**src/logic/fpc_consts.vh**
```
`ifndef FPC_CONSTS_VH
`define FPC_CONSTS_VH
`define FPC_OFS_ADDR 12'h000
`define FPC_OFS_DATA 12'h004
`define FPC_OFS_CTRL 12'h008
`define FPC_OFS_RIS 12'h00c
`define FPC_OFS_IM 12'h010
`define FPC_OFS_MISC 12'h014
`define FPC_OFS_RE 12'h130
`define FPC_OFS_PE 12'h134
`define FPC_OFS_USEC 12'h140
`define FPC_KEY 16'ha442
`define FPC_DBG_ON 2'h2
`define FPC_DBG_OFF 2'h0
`define FPC_DBG_COMMIT_ADDR 14'h0900
`define FPC_USEC_RST 8'h18
`define FPC_BLK_ONES 8'hff
`define FPC_CB_WRITE 0
`define FPC_CB_ERASE 1
`define FPC_CB_MERASE 2
`define FPC_CB_COMMIT 3
`define FPC_PULSE_US 8'h04
`define FPC_ADDR_W 14
`endif

```
**src/logic/fpc_flash_protection_commit_unit.v**
```verilog
// The address map and the APB register port are this design's own decisions.
`default_nettype none
`include "fpc_consts.vh"
module fpc_flash_protection_commit_unit (
	input wire pclk, // System clock
	input wire presetn, // Power-on reset, active low
	input wire psel, // APB select
	input wire penable, // APB enable
	input wire pwrite, // APB direction
	input wire [11:0] paddr, // APB byte address
	input wire [31:0] pwdata, // APB write data
	output reg [31:0] prdata, // APB read data
	output reg pready, // APB ready
	output reg pslverr, // APB error
	input wire ar_valid, // Array access request
	input wire ar_fetch, // Request is an instruction fetch
	input wire [13:0] ar_addr, // Array byte address
	output reg ar_ok, // Array access allowed, one cycle
	output reg ar_fault, // Array data read refused, one cycle
	input wire [31:0] nv_word_in, // Array read word
	output reg [31:0] ar_rdata, // Returned read data, zero when refused
	output reg nv_prog, // Program pulse
	output reg nv_erase, // Page erase pulse
	output reg nv_merase, // Mass erase pulse
	output reg [13:0] nv_addr, // Array target address
	output reg [31:0] nv_data, // Array program data
	output reg dap_enable, // Debug port access enable
	output reg tap_enable, // Test access port enable
	output reg fault_irq // Access fault interrupt
);
	localparam ST_IDLE = 2'd0;
	localparam ST_RUN = 2'd1;
	localparam ST_DONE = 2'd2;
	reg [1:0] st_r;
	// Committed store: untouched by presetn, starts in the factory state
	reg [7:0] pe_nv_r;
	reg [7:0] re_nv_r;
	reg [1:0] dbg_nv_r;
	reg [7:0] pe_r;
	reg [7:0] re_r;
	reg [1:0] dbg_r;
	reg [7:0] usec_r;
	reg [13:0] addr_r;
	reg [31:0] data_r;
	reg [3:0] ctrl_r;
	reg ris_r;
	reg im_r;
	reg [7:0] tick_r;
	reg [7:0] us_r;
	reg load_r;
	// A write lands only at the edge where the access completes
	wire wr = psel & penable & pwrite & pready;
	wire key_ok = pwdata[31:16] == `FPC_KEY;
	wire [2:0] tgt_unit = addr_r[13:11];
	wire [2:0] acc_unit = ar_addr[13:11];
	wire busy = |ctrl_r;
	wire commit_go = (st_r == ST_IDLE) & ctrl_r[`FPC_CB_COMMIT];
	wire start_op = wr & (paddr == `FPC_OFS_CTRL) & key_ok & ~busy;
	wire pe_ok_tgt = pe_r[tgt_unit];
	wire mass_ok = &pe_r;
	wire blocked_pe = ctrl_r[`FPC_CB_MERASE] ? ~mass_ok : ~pe_ok_tgt;
	wire ar_data_blk = ar_valid & ~ar_fetch & ~re_r[acc_unit];
	wire pe_fault = (st_r == ST_IDLE) & (ctrl_r[`FPC_CB_WRITE] | ctrl_r[`FPC_CB_ERASE] | ctrl_r[`FPC_CB_MERASE])
		& blocked_pe;
	wire ris_set = pe_fault | ar_data_blk;
	reg [31:0] rd_nxt;
	reg hit_nxt;
	always @* begin
		rd_nxt = 32'h0000_0000;
		hit_nxt = 1'b1;
		case (paddr)
		`FPC_OFS_ADDR: rd_nxt = {18'h00000, addr_r};
		`FPC_OFS_DATA: rd_nxt = data_r;
		`FPC_OFS_CTRL: rd_nxt = {28'h0000000, ctrl_r};
		`FPC_OFS_RIS: rd_nxt = {31'h00000000, ris_r};
		`FPC_OFS_IM: rd_nxt = {31'h00000000, im_r};
		`FPC_OFS_MISC: rd_nxt = {31'h00000000, ris_r & im_r};
		`FPC_OFS_RE: rd_nxt = {dbg_r, 22'h000000, re_r};
		`FPC_OFS_PE: rd_nxt = {24'h000000, pe_r};
		`FPC_OFS_USEC: rd_nxt = {24'h000000, usec_r};
		default: hit_nxt = 1'b0;
		endcase
	end
	always @(posedge pclk or negedge presetn) begin
		if (!presetn) begin
			load_r <= 1'b1;
			pe_r <= `FPC_BLK_ONES;
			re_r <= `FPC_BLK_ONES;
			dbg_r <= `FPC_DBG_ON;
			usec_r <= `FPC_USEC_RST;
			addr_r <= 14'h0000;
			data_r <= 32'h0000_0000;
			ctrl_r <= 4'h0;
			ris_r <= 1'b0;
			im_r <= 1'b0;
			tick_r <= 8'h00;
			us_r <= 8'h00;
			st_r <= ST_IDLE;
			prdata <= 32'h0000_0000;
			pready <= 1'b0;
			pslverr <= 1'b0;
			ar_ok <= 1'b0;
			ar_fault <= 1'b0;
			ar_rdata <= 32'h0000_0000;
			nv_prog <= 1'b0;
			nv_erase <= 1'b0;
			nv_merase <= 1'b0;
			nv_addr <= 14'h0000;
			nv_data <= 32'h0000_0000;
			dap_enable <= 1'b0;
			tap_enable <= 1'b0;
			fault_irq <= 1'b0;
		end else begin
			pready <= psel & ~pready;
			pslverr <= psel & ~pready & ~hit_nxt;
			// Read data stands from the cycle in which pready is high
			if (psel & ~pready & ~pwrite)
				prdata <= rd_nxt;
			// First edge after reset: working bits reload from the committed store
			if (load_r) begin
				load_r <= 1'b0;
				pe_r <= pe_nv_r;
				re_r <= re_nv_r;
				dbg_r <= dbg_nv_r;
				dap_enable <= dbg_nv_r == `FPC_DBG_ON;
			end
			if (wr) begin
				case (paddr)
				`FPC_OFS_ADDR: addr_r <= pwdata[13:0];
				`FPC_OFS_DATA: data_r <= pwdata;
				`FPC_OFS_CTRL: if (start_op) ctrl_r <= pwdata[3:0];
				`FPC_OFS_IM: im_r <= pwdata[0];
				`FPC_OFS_RE: begin
					re_r <= re_r & pwdata[7:0];
					dbg_r <= dbg_r & pwdata[31:30];
				end
				`FPC_OFS_PE: pe_r <= pe_r & pwdata[7:0];
				`FPC_OFS_USEC: usec_r <= pwdata[7:0];
				default: ;
				endcase
			end
			// Set wins over the write-one clear
			ris_r <= ris_set | (ris_r & ~(wr & (paddr == `FPC_OFS_MISC) & pwdata[0]));
			fault_irq <= (ris_set | ris_r) & im_r;
			// Microsecond tick divider
			if (st_r == ST_RUN) begin
				if (tick_r == usec_r) begin
					tick_r <= 8'h00;
					us_r <= us_r + 8'h01;
				end else
					tick_r <= tick_r + 8'h01;
			end
			nv_prog <= 1'b0;
			nv_erase <= 1'b0;
			nv_merase <= 1'b0;
			case (st_r)
			ST_IDLE: begin
				tick_r <= 8'h00;
				us_r <= 8'h00;
				if (commit_go)
					st_r <= ST_DONE;
				else if (busy) begin
					if (blocked_pe)
						st_r <= ST_DONE;
					else begin
						nv_addr <= ctrl_r[`FPC_CB_WRITE] ? addr_r : {addr_r[13:10], 10'h000};
						nv_data <= data_r;
						st_r <= ST_RUN;
					end
				end
			end
			ST_RUN: begin
				nv_prog <= ctrl_r[`FPC_CB_WRITE];
				nv_erase <= ctrl_r[`FPC_CB_ERASE];
				nv_merase <= ctrl_r[`FPC_CB_MERASE];
				if (us_r == `FPC_PULSE_US)
					st_r <= ST_DONE;
			end
			ST_DONE: begin
				ctrl_r <= 4'h0;
				st_r <= ST_IDLE;
			end
			default: st_r <= ST_IDLE;
			endcase
			// Array access policy
			ar_ok <= ar_valid & ~ar_data_blk;
			ar_fault <= ar_data_blk;
			ar_rdata <= ar_data_blk ? 32'h0000_0000 : nv_word_in;
			tap_enable <= 1'b1;
		end
	end
	initial begin
		pe_nv_r = `FPC_BLK_ONES;
		re_nv_r = `FPC_BLK_ONES;
		dbg_nv_r = `FPC_DBG_ON;
	end
	// Commit writes the store; presetn does not clear it
	always @(posedge pclk) begin
		if (commit_go) begin
			if (addr_r == `FPC_DBG_COMMIT_ADDR) begin
				dbg_nv_r <= dbg_nv_r & dbg_r;
				re_nv_r <= re_nv_r & re_r;
			end else if (addr_r[0])
				pe_nv_r <= pe_nv_r & pe_r;
			else
				re_nv_r <= re_nv_r & re_r;
		end
	end
endmodule
`default_nettype wire

```
**config.mk**
```make
export PLATFORM = sky130hd
export DESIGN_NAME = fpc_flash_protection_commit_unit
export DESIGN_NICKNAME = d
export VERILOG_FILES = /design/src/logic/fpc_flash_protection_commit_unit.v
export VERILOG_INCLUDE_DIRS = /design/src /design/src/logic
export SDC_FILE = /design/constraint.sdc
export NUM_CORES = 1
export LEC_CHECK = 0
export BUFFER_PORTS_ARGS = -buffer_cell sky130_fd_sc_hd__buf_4
export CORE_MARGIN = 2
export CORE_UTILIZATION = 44
export CTS_BUF_LIST = sky130_fd_sc_hd__clkbuf_4
export CTS_CLUSTER_DIAMETER = 200
export CTS_CLUSTER_SIZE = 25
export DETAILED_ROUTE_END_ITERATION = 8
export HOLD_SLACK_MARGIN = 0.1
export PLACE_DENSITY = 0.81
export REMOVE_ABC_BUFFERS = 1
export SLEW_MARGIN = 20
export SYNTH_ARGS = -nofsm -noshare
export SYNTH_HDL_FRONTEND = slang
export SYNTH_SLANG_ARGS = --single-unit
export TNS_END_PERCENT = 10
```
**constraint.sdc**
```tcl
create_clock -name pclk -period 2.4 [get_ports pclk]
set_clock_uncertainty 0.15 [all_clocks]
set_input_delay 0.48 -clock pclk [delete_from_list [all_inputs] [get_ports pclk]]
set_output_delay 0.48 -clock pclk [all_outputs]
set_load 0.01 [all_outputs]
```
==> flow_summary.yaml, run 1 <==
outcome:
  status: "finished clean"
critical_path:
  rr_endpoint: "nv_data[20]"
  reg2reg_slack_ns: 0.08
  required_ns: 2.79
  crit_buf_inv: 2
  timing.rr.start: "addr_r[11]"
  cp_top_family: "multiplexers"
  arrival_ns: 2.71
  critPathKind: "reg2reg"
  cp_common_cell: "buf_12"
  cp.depth: 7
  crit_chain: "mux4_2 -> nor2b_2 -> a2111oi_4 -> o21ai_4 -> buf_12 -> buf_12 -> mux2_2"
  ff2ff_path_depth: 7
  startpoint: "addr_r[11]"
  start_kind: "flop"
  cp_slowest_cell: "mux4_2"
  slowest_delay_ns: 0.52
  path_max_fanout: 9
  cp-end-kind: "flop"
  endpoint: "nv_data[20]"
timing:
  maxSlewHeadroom_pct: 63.4
  layout_min_cycle_time_ns: 2.32
  fin_crit_sh_pct: 96.8
  tns_ns: 0
  maxSlewViolCount: 0
  hold_viol: 0
  fmax_mhz: 430
  setup_slack_ns: 0.0768
  tightestPinTransition_ns: 0.547
  setup_violations: 0
clocking:
  clockRootBuffer: "clkbuf_4"
  cts_tree: "done"
  cts.htree.levels: 1
  cts_buffers: 13
  clock_path_buffers: 3
  cts_sinks: 235
  insertion_delay_ns: 0.70
  clk_pin_slew_ns: 0.26
placement:
  dpl_worst_slack_ns: -0.0128
  dpl.hpwl_mm: 18.8
  place.port_buffers: 205
  gp_congestion: 0.935
  placed_area_um2: 12200
finish:
  drive_gt1_share_pct: 37.6
  area_growth_pct: 31.1
  final_cell_mix: "buf_4, dfrtp_1, mux2_2"
  final_common_cell: "buf_4"
  finalInstanceArea_um2: 13200
  nNetsFinal: 1219
floorplan:
  dieArea_um2: 24100
  core_area_um2: 22600
  die_w_um: 155
  die_y_um: 155
  initial_core_util_pct: 44.6
  rows: 55
  io_pins: 217
route:
  wirelength_mm: 27.0
  vias: 7688
  wl_per_cell_um: 19.1
  dr.first_iter.drc_count: 657
  drc: 0
  ant_nets: 0
  via_per_inst: 5.45
  first_pass_iters: 5
pwr:
  ir_drop_v: 0.000404
  power_uw: 6380
  p_per_area_nw_per_um2: 484
  p_leak_uw: 0.00651
grt:
  gr-total-overflow: 0
  grt_pass1_wl_mm: 42.3
  met2_usage_pct: 37.6
  use_met3_pct: 4.09
  grt.met1_usage_pct: 29.9
  grt_usage_pct: 22.2
  antenna_found_initial: 1
  grt_max_degree: 65
  grt_pass1_vias: 7835
  top_usage_layer: "met2"
yosys:
  syn_area_um2: 10100
  ys_seq_elements: 235
  synth_edf_count: 18
  synth_area_leaders: "dfrtp_1, mux2_2, edfxtp_1"
  synth_top_area_share_pct: 49.0
  synth_ff_type: "dfrtp_1"
  ys_seq_area_share_pct: 59.6
  synth-async-reset-ratio_pct: 92.3
  synth_cells: 811
  synth_top_area_cell: "dfrtp_1"
  ys_warn_count: 0
  syn_area_per_cell_um2: 12.4
  yosysUniqueCellTypes: 70
min_path:
  min_path_type: "in2async"
flow_run:
  drv_cap: 0
[worst min path at each step]
stage	depth (start not counted)	slack (ns)	startpoint	end
after floorplan	0	0.03	presetn	addr_r[0]
after global placement	2	0.30	prdata[22]	prdata[22]
after detailed placement	2	0.31	prdata[23]	prdata[23]
after CTS	6	0.11	paddr[0]	ris_r
after global routing	4	0.14	paddr[0]	prdata[0]
final	2	0.14	presetn	nv_data[0]
[cells in the mapped netlist (3+ instances only)]
cell and count:
dfrtp_1 197, mux2_2 92, nand2_1 78, and2_1 55, nor2_1 38, nand3_1 33
mux2i_1 27, o21ai_0 22, dfstp_2 20, a22o_1 19, clkbuf_1 19, edfxtp_1 18
inv_1 18, nor3_1 11, a31o_2 10, a21o_1 9, buf_2 9, a21oi_1 8
a22oi_1 8, xor2_1 8, a211oi_1 7, a31oi_1 7, and3_1 5, nand2b_1 5
nor4_1 5, nor4b_1 5, buf_6 4, nand3b_1 4, and4_1 3, buf_1 3
ha_1 3, mux4_2 3, nand4_1 3, nor2b_1 3, nor4_2 3, o311ai_1 3
or4_1 3
[through the flow]
| step | hold WS [ns] | cells | utilization [%] |
|---|---|---|---|
| floorplan | 0.0344 | 774 | - |
| global placement | 0.301 | 1315 | 54.2 |
| detailed placement | 0.308 | 1315 | 54.2 |
| CTS | 0.112 | 1405 | 58.0 |
| global route | 0.143 | 1410 | 58.4 |
| finish | 0.135 | 1410 | 58.4 |
[per-layer routing]
layer | vias to the layer above | wire length [µm]
li1 | 3493 | -
met1 | 3798 | 11500
met2 | 352 | 12800
met3 | 45 | 2080
met4 | 0 | 670
met5 | - | 0
[timing repair]
item	in CTS	in global routing
buffers inserted	0	2
endpoints found under the setup margin	0	34
resized for setup	0	1
hold buffers	70	0
endpoints found under the hold margin	319	0
[worst register-to-register path: cells and delay by family (launching register included)]
kind,cells,cell delay (ns)
flip-flops,1,0.45
buffers and inverters,2,0.29
AND/OR/NAND/NOR,1,0.16
multiplexers,2,0.87
AO/OA/AOI/OAI,2,0.25
[power breakdown]
part | switching [µW] | internal (µW)
logic | 318 | 352
clock network | 1210 | 363
registers | 47.5 | 4100
total | 1570 | 4810
[flip-flops by register name, summed over array words and instances, names as in the netlist, 14 cells and up]
| name | flops |
|---|---|
| ar_rdata | 32 |
| data_r | 32 |
| nv_data | 32 |
| prdata | 32 |
| addr_r | 14 |
| nv_addr | 14 |
[cells by family (layout without fill, tap and decap cells)]
group	Yosys count	count (layout)	synth area share, %
AO/OA/AOI/OAI	113	113	8.41
XOR/XNOR	10	10	0.871
adder cells (fa/ha/maj)	3	3	0.373
buffers and inverters	55	368	2.54
flip-flops	235	235	59.6
multiplexers	123	123	13.8
other	2	3	0.0747
AND/OR/NAND/NOR	270	270	14.3
[area by class of cell]
type                    instances  area [µm²]
fillers                      1772        9390
multi-input cells             521        3820
repair buffers                330        2780
flip-flops and latches        235        6000
clock inverters                 2        20.0
clock buffers                  18         135
diodes                          1        2.50
inverters                      18        67.6
well taps                     285         357
Note: power is estimated with default switching activity, not from simulation.
==> run 2: changes to the inputs <==
CAP_MARGIN = 20   (was unset)
PLACE_DENSITY = 0.79   (was 0.81)
clock period = 2.92 ns   (was 2.4 ns; I/O delays follow)
==> run 2 against run 1 <==
Final cell count is 2.1% lower; first-iteration DRC count is 15% lower; worst hold slack better by 0.015 ns.
==> flow_summary.yaml, run 2 (synthesis gave the netlist of run 1 again) <==
clocking:
  cts_sinks: 235
  cts.htree.levels: 1
  clk_pin_slew_ns: 0.26
  clock_path_buffers: 3
  insertion_delay_ns: 0.68
  cts_buffers: 13
  cts-resized-gates: 0
  cts_tree: "done"
  clockRootBuffer: "clkbuf_4"
  post-cts-setup-buffers: 0
grt:
  grt_pass1_wl_mm: 41.3
  gr-total-overflow: 0
  grt_max_degree: 66
  grt_usage_pct: 21.5
  grt_pass1_vias: 7623
  antenna_found_initial: 2
pwr:
  p_leak_uw: 0.00632
  ir_drop_v: 0.000371
  p_per_area_nw_per_um2: 405
  power_uw: 5220
critical_path:
  critPathKind: "reg2reg"
  path_max_fanout: 17
  slowest_delay_ns: 0.62
  cp-end-kind: "flop"
  cp_slowest_cell: "dfstp_2"
  timing.rr.start: "usec_r[4]"
  reg2reg_slack_ns: 0.22
  ff2ff_path_depth: 5
  rr_endpoint: "us_r[6]"
  required_ns: 3.32
  start_kind: "flop"
  crit_chain: "xor2_1 -> nor4_2 -> nand2_1 -> o311a_1 -> a221o_1"
  arrival_ns: 3.10
placement:
  place.port_buffers: 205
  gp_congestion: 0.879
  dpl.hpwl_mm: 18.1
timing:
  fin_crit_sh_pct: 92.3
  rsz0062_at_grt: "no"
  fmax_mhz: 371
  tightestPinTransition_ns: 1.02
  hold_viol: 0
  setup_violations: 0
  layout_min_cycle_time_ns: 2.70
  maxSlewHeadroom_pct: 31.8
  tns_ns: 0
  maxSlewViolCount: 0
route:
  via_per_inst: 5.41
  highest_layer: "met4"
  vias: 7478
  wirelength_mm: 25.9
  wl_per_cell_um: 18.7
  dr.first_iter.drc_count: 559
  drc: 0
  first_pass_iters: 5
  wl_met3_mm: 1.81
  routed-wl-met2_mm: 12.3
  wl_met1_mm: 11.3
  ant_nets: 0
finish:
  drive_gt1_share_pct: 36.0
  final_common_cell: "buf_4"
  final_core_util_pct: 57.1
  nNetsFinal: 1189
  area_growth_pct: 28.0
  final_cell_mix: "buf_4, dfrtp_1, mux2_2"
min_path:
  min_path_cells: 4
  hold_start: "paddr[4]"
  min_path_type: "in2reg"
  holdPathEnd: "ris_r"
floorplan:
  initial_core_util_pct: 44.6
  rows: 55
  io_pins: 217
  die_w_um: 155
  dieArea_um2: 24100
  die_y_um: 155
  core_area_um2: 22600
flow_run:
  drv_cap: 0
outcome:
  status: "finished clean"
## run 2: area by class of cell
class                           instances  area, µm²
Antenna cell                            2       5.00
Clock buffer                           18        135
Clock inverter                          2       20.0
Fill cell                            1817       9690
Inverter                               18       67.6
Multi-Input combinational cell        521       3820
Sequential cell                       235       6000
Tap cell                              285        357
Timing Repair Buffer                  300       2480
## run 2: worst max-delay path by stage
stage / to / slack, ns / start / depth (start not counted)
after floorplan: nv_addr[10] / -0.35 / addr_r[11] / 5
after global placement: dbg_r[0] / 0.23 / paddr[9] / 7
after detailed placement: dbg_r[0] / 0.17 / paddr[9] / 7
after CTS: us_r[6] / 0.24 / usec_r[4] / 5
after global routing: us_r[6] / 0.05 / usec_r[4] / 5
final: us_r[6] / 0.22 / usec_r[4] / 5
## run 2: per-stage QoR
stage	setup WS (ns)	hold slack (ns)	instances	instance area [µm²]
6_report	0.225	0.150	1381	12900
5_1_grt	0.0501	0.157	1381	12900
4_1_cts	0.242	0.108	1378	12900
3_5_place_dp	0.168	0.308	1291	12000
3_3_place_gp	0.234	0.301	1291	12000
2_1_floorplan	-0.346	0.138	774	9870
## run 2: where the power goes
group / leakage, µW / total, µW / internal [µW] / switching [µW]
clock: 0.0000944 / 1290 / 298 / 988
sequential: 0.00304 / 3400 / 3370 / 37.7
combinational: 0.00319 / 526 / 275 / 251
## run 2: critical path: cells and delay by family (launching register included)
| family | cells | cell delay, ns |
|---|---|---|
| DFF | 1 | 0.62 |
| and+or+nand+nor | 2 | 0.97 |
| xor gates and xnor gates | 1 | 0.08 |
| AOI/OAI and AO/OA | 2 | 0.74 |
## run 2: what timing repair did
action | 4_1_cts | 5_1_grt
endpoints found under the setup margin | 0 | 0
endpoints found under the hold margin | 171 | 1
hold buffers | 67 | 1
## run 2: metal layers
layer / vias up / track usage [%]
met5: - / 0
met4: 0 / 4.50
met3: 34 / 4.40
met2: 279 / 35.6
met1: 3727 / 29.5
li1: 3438 / -
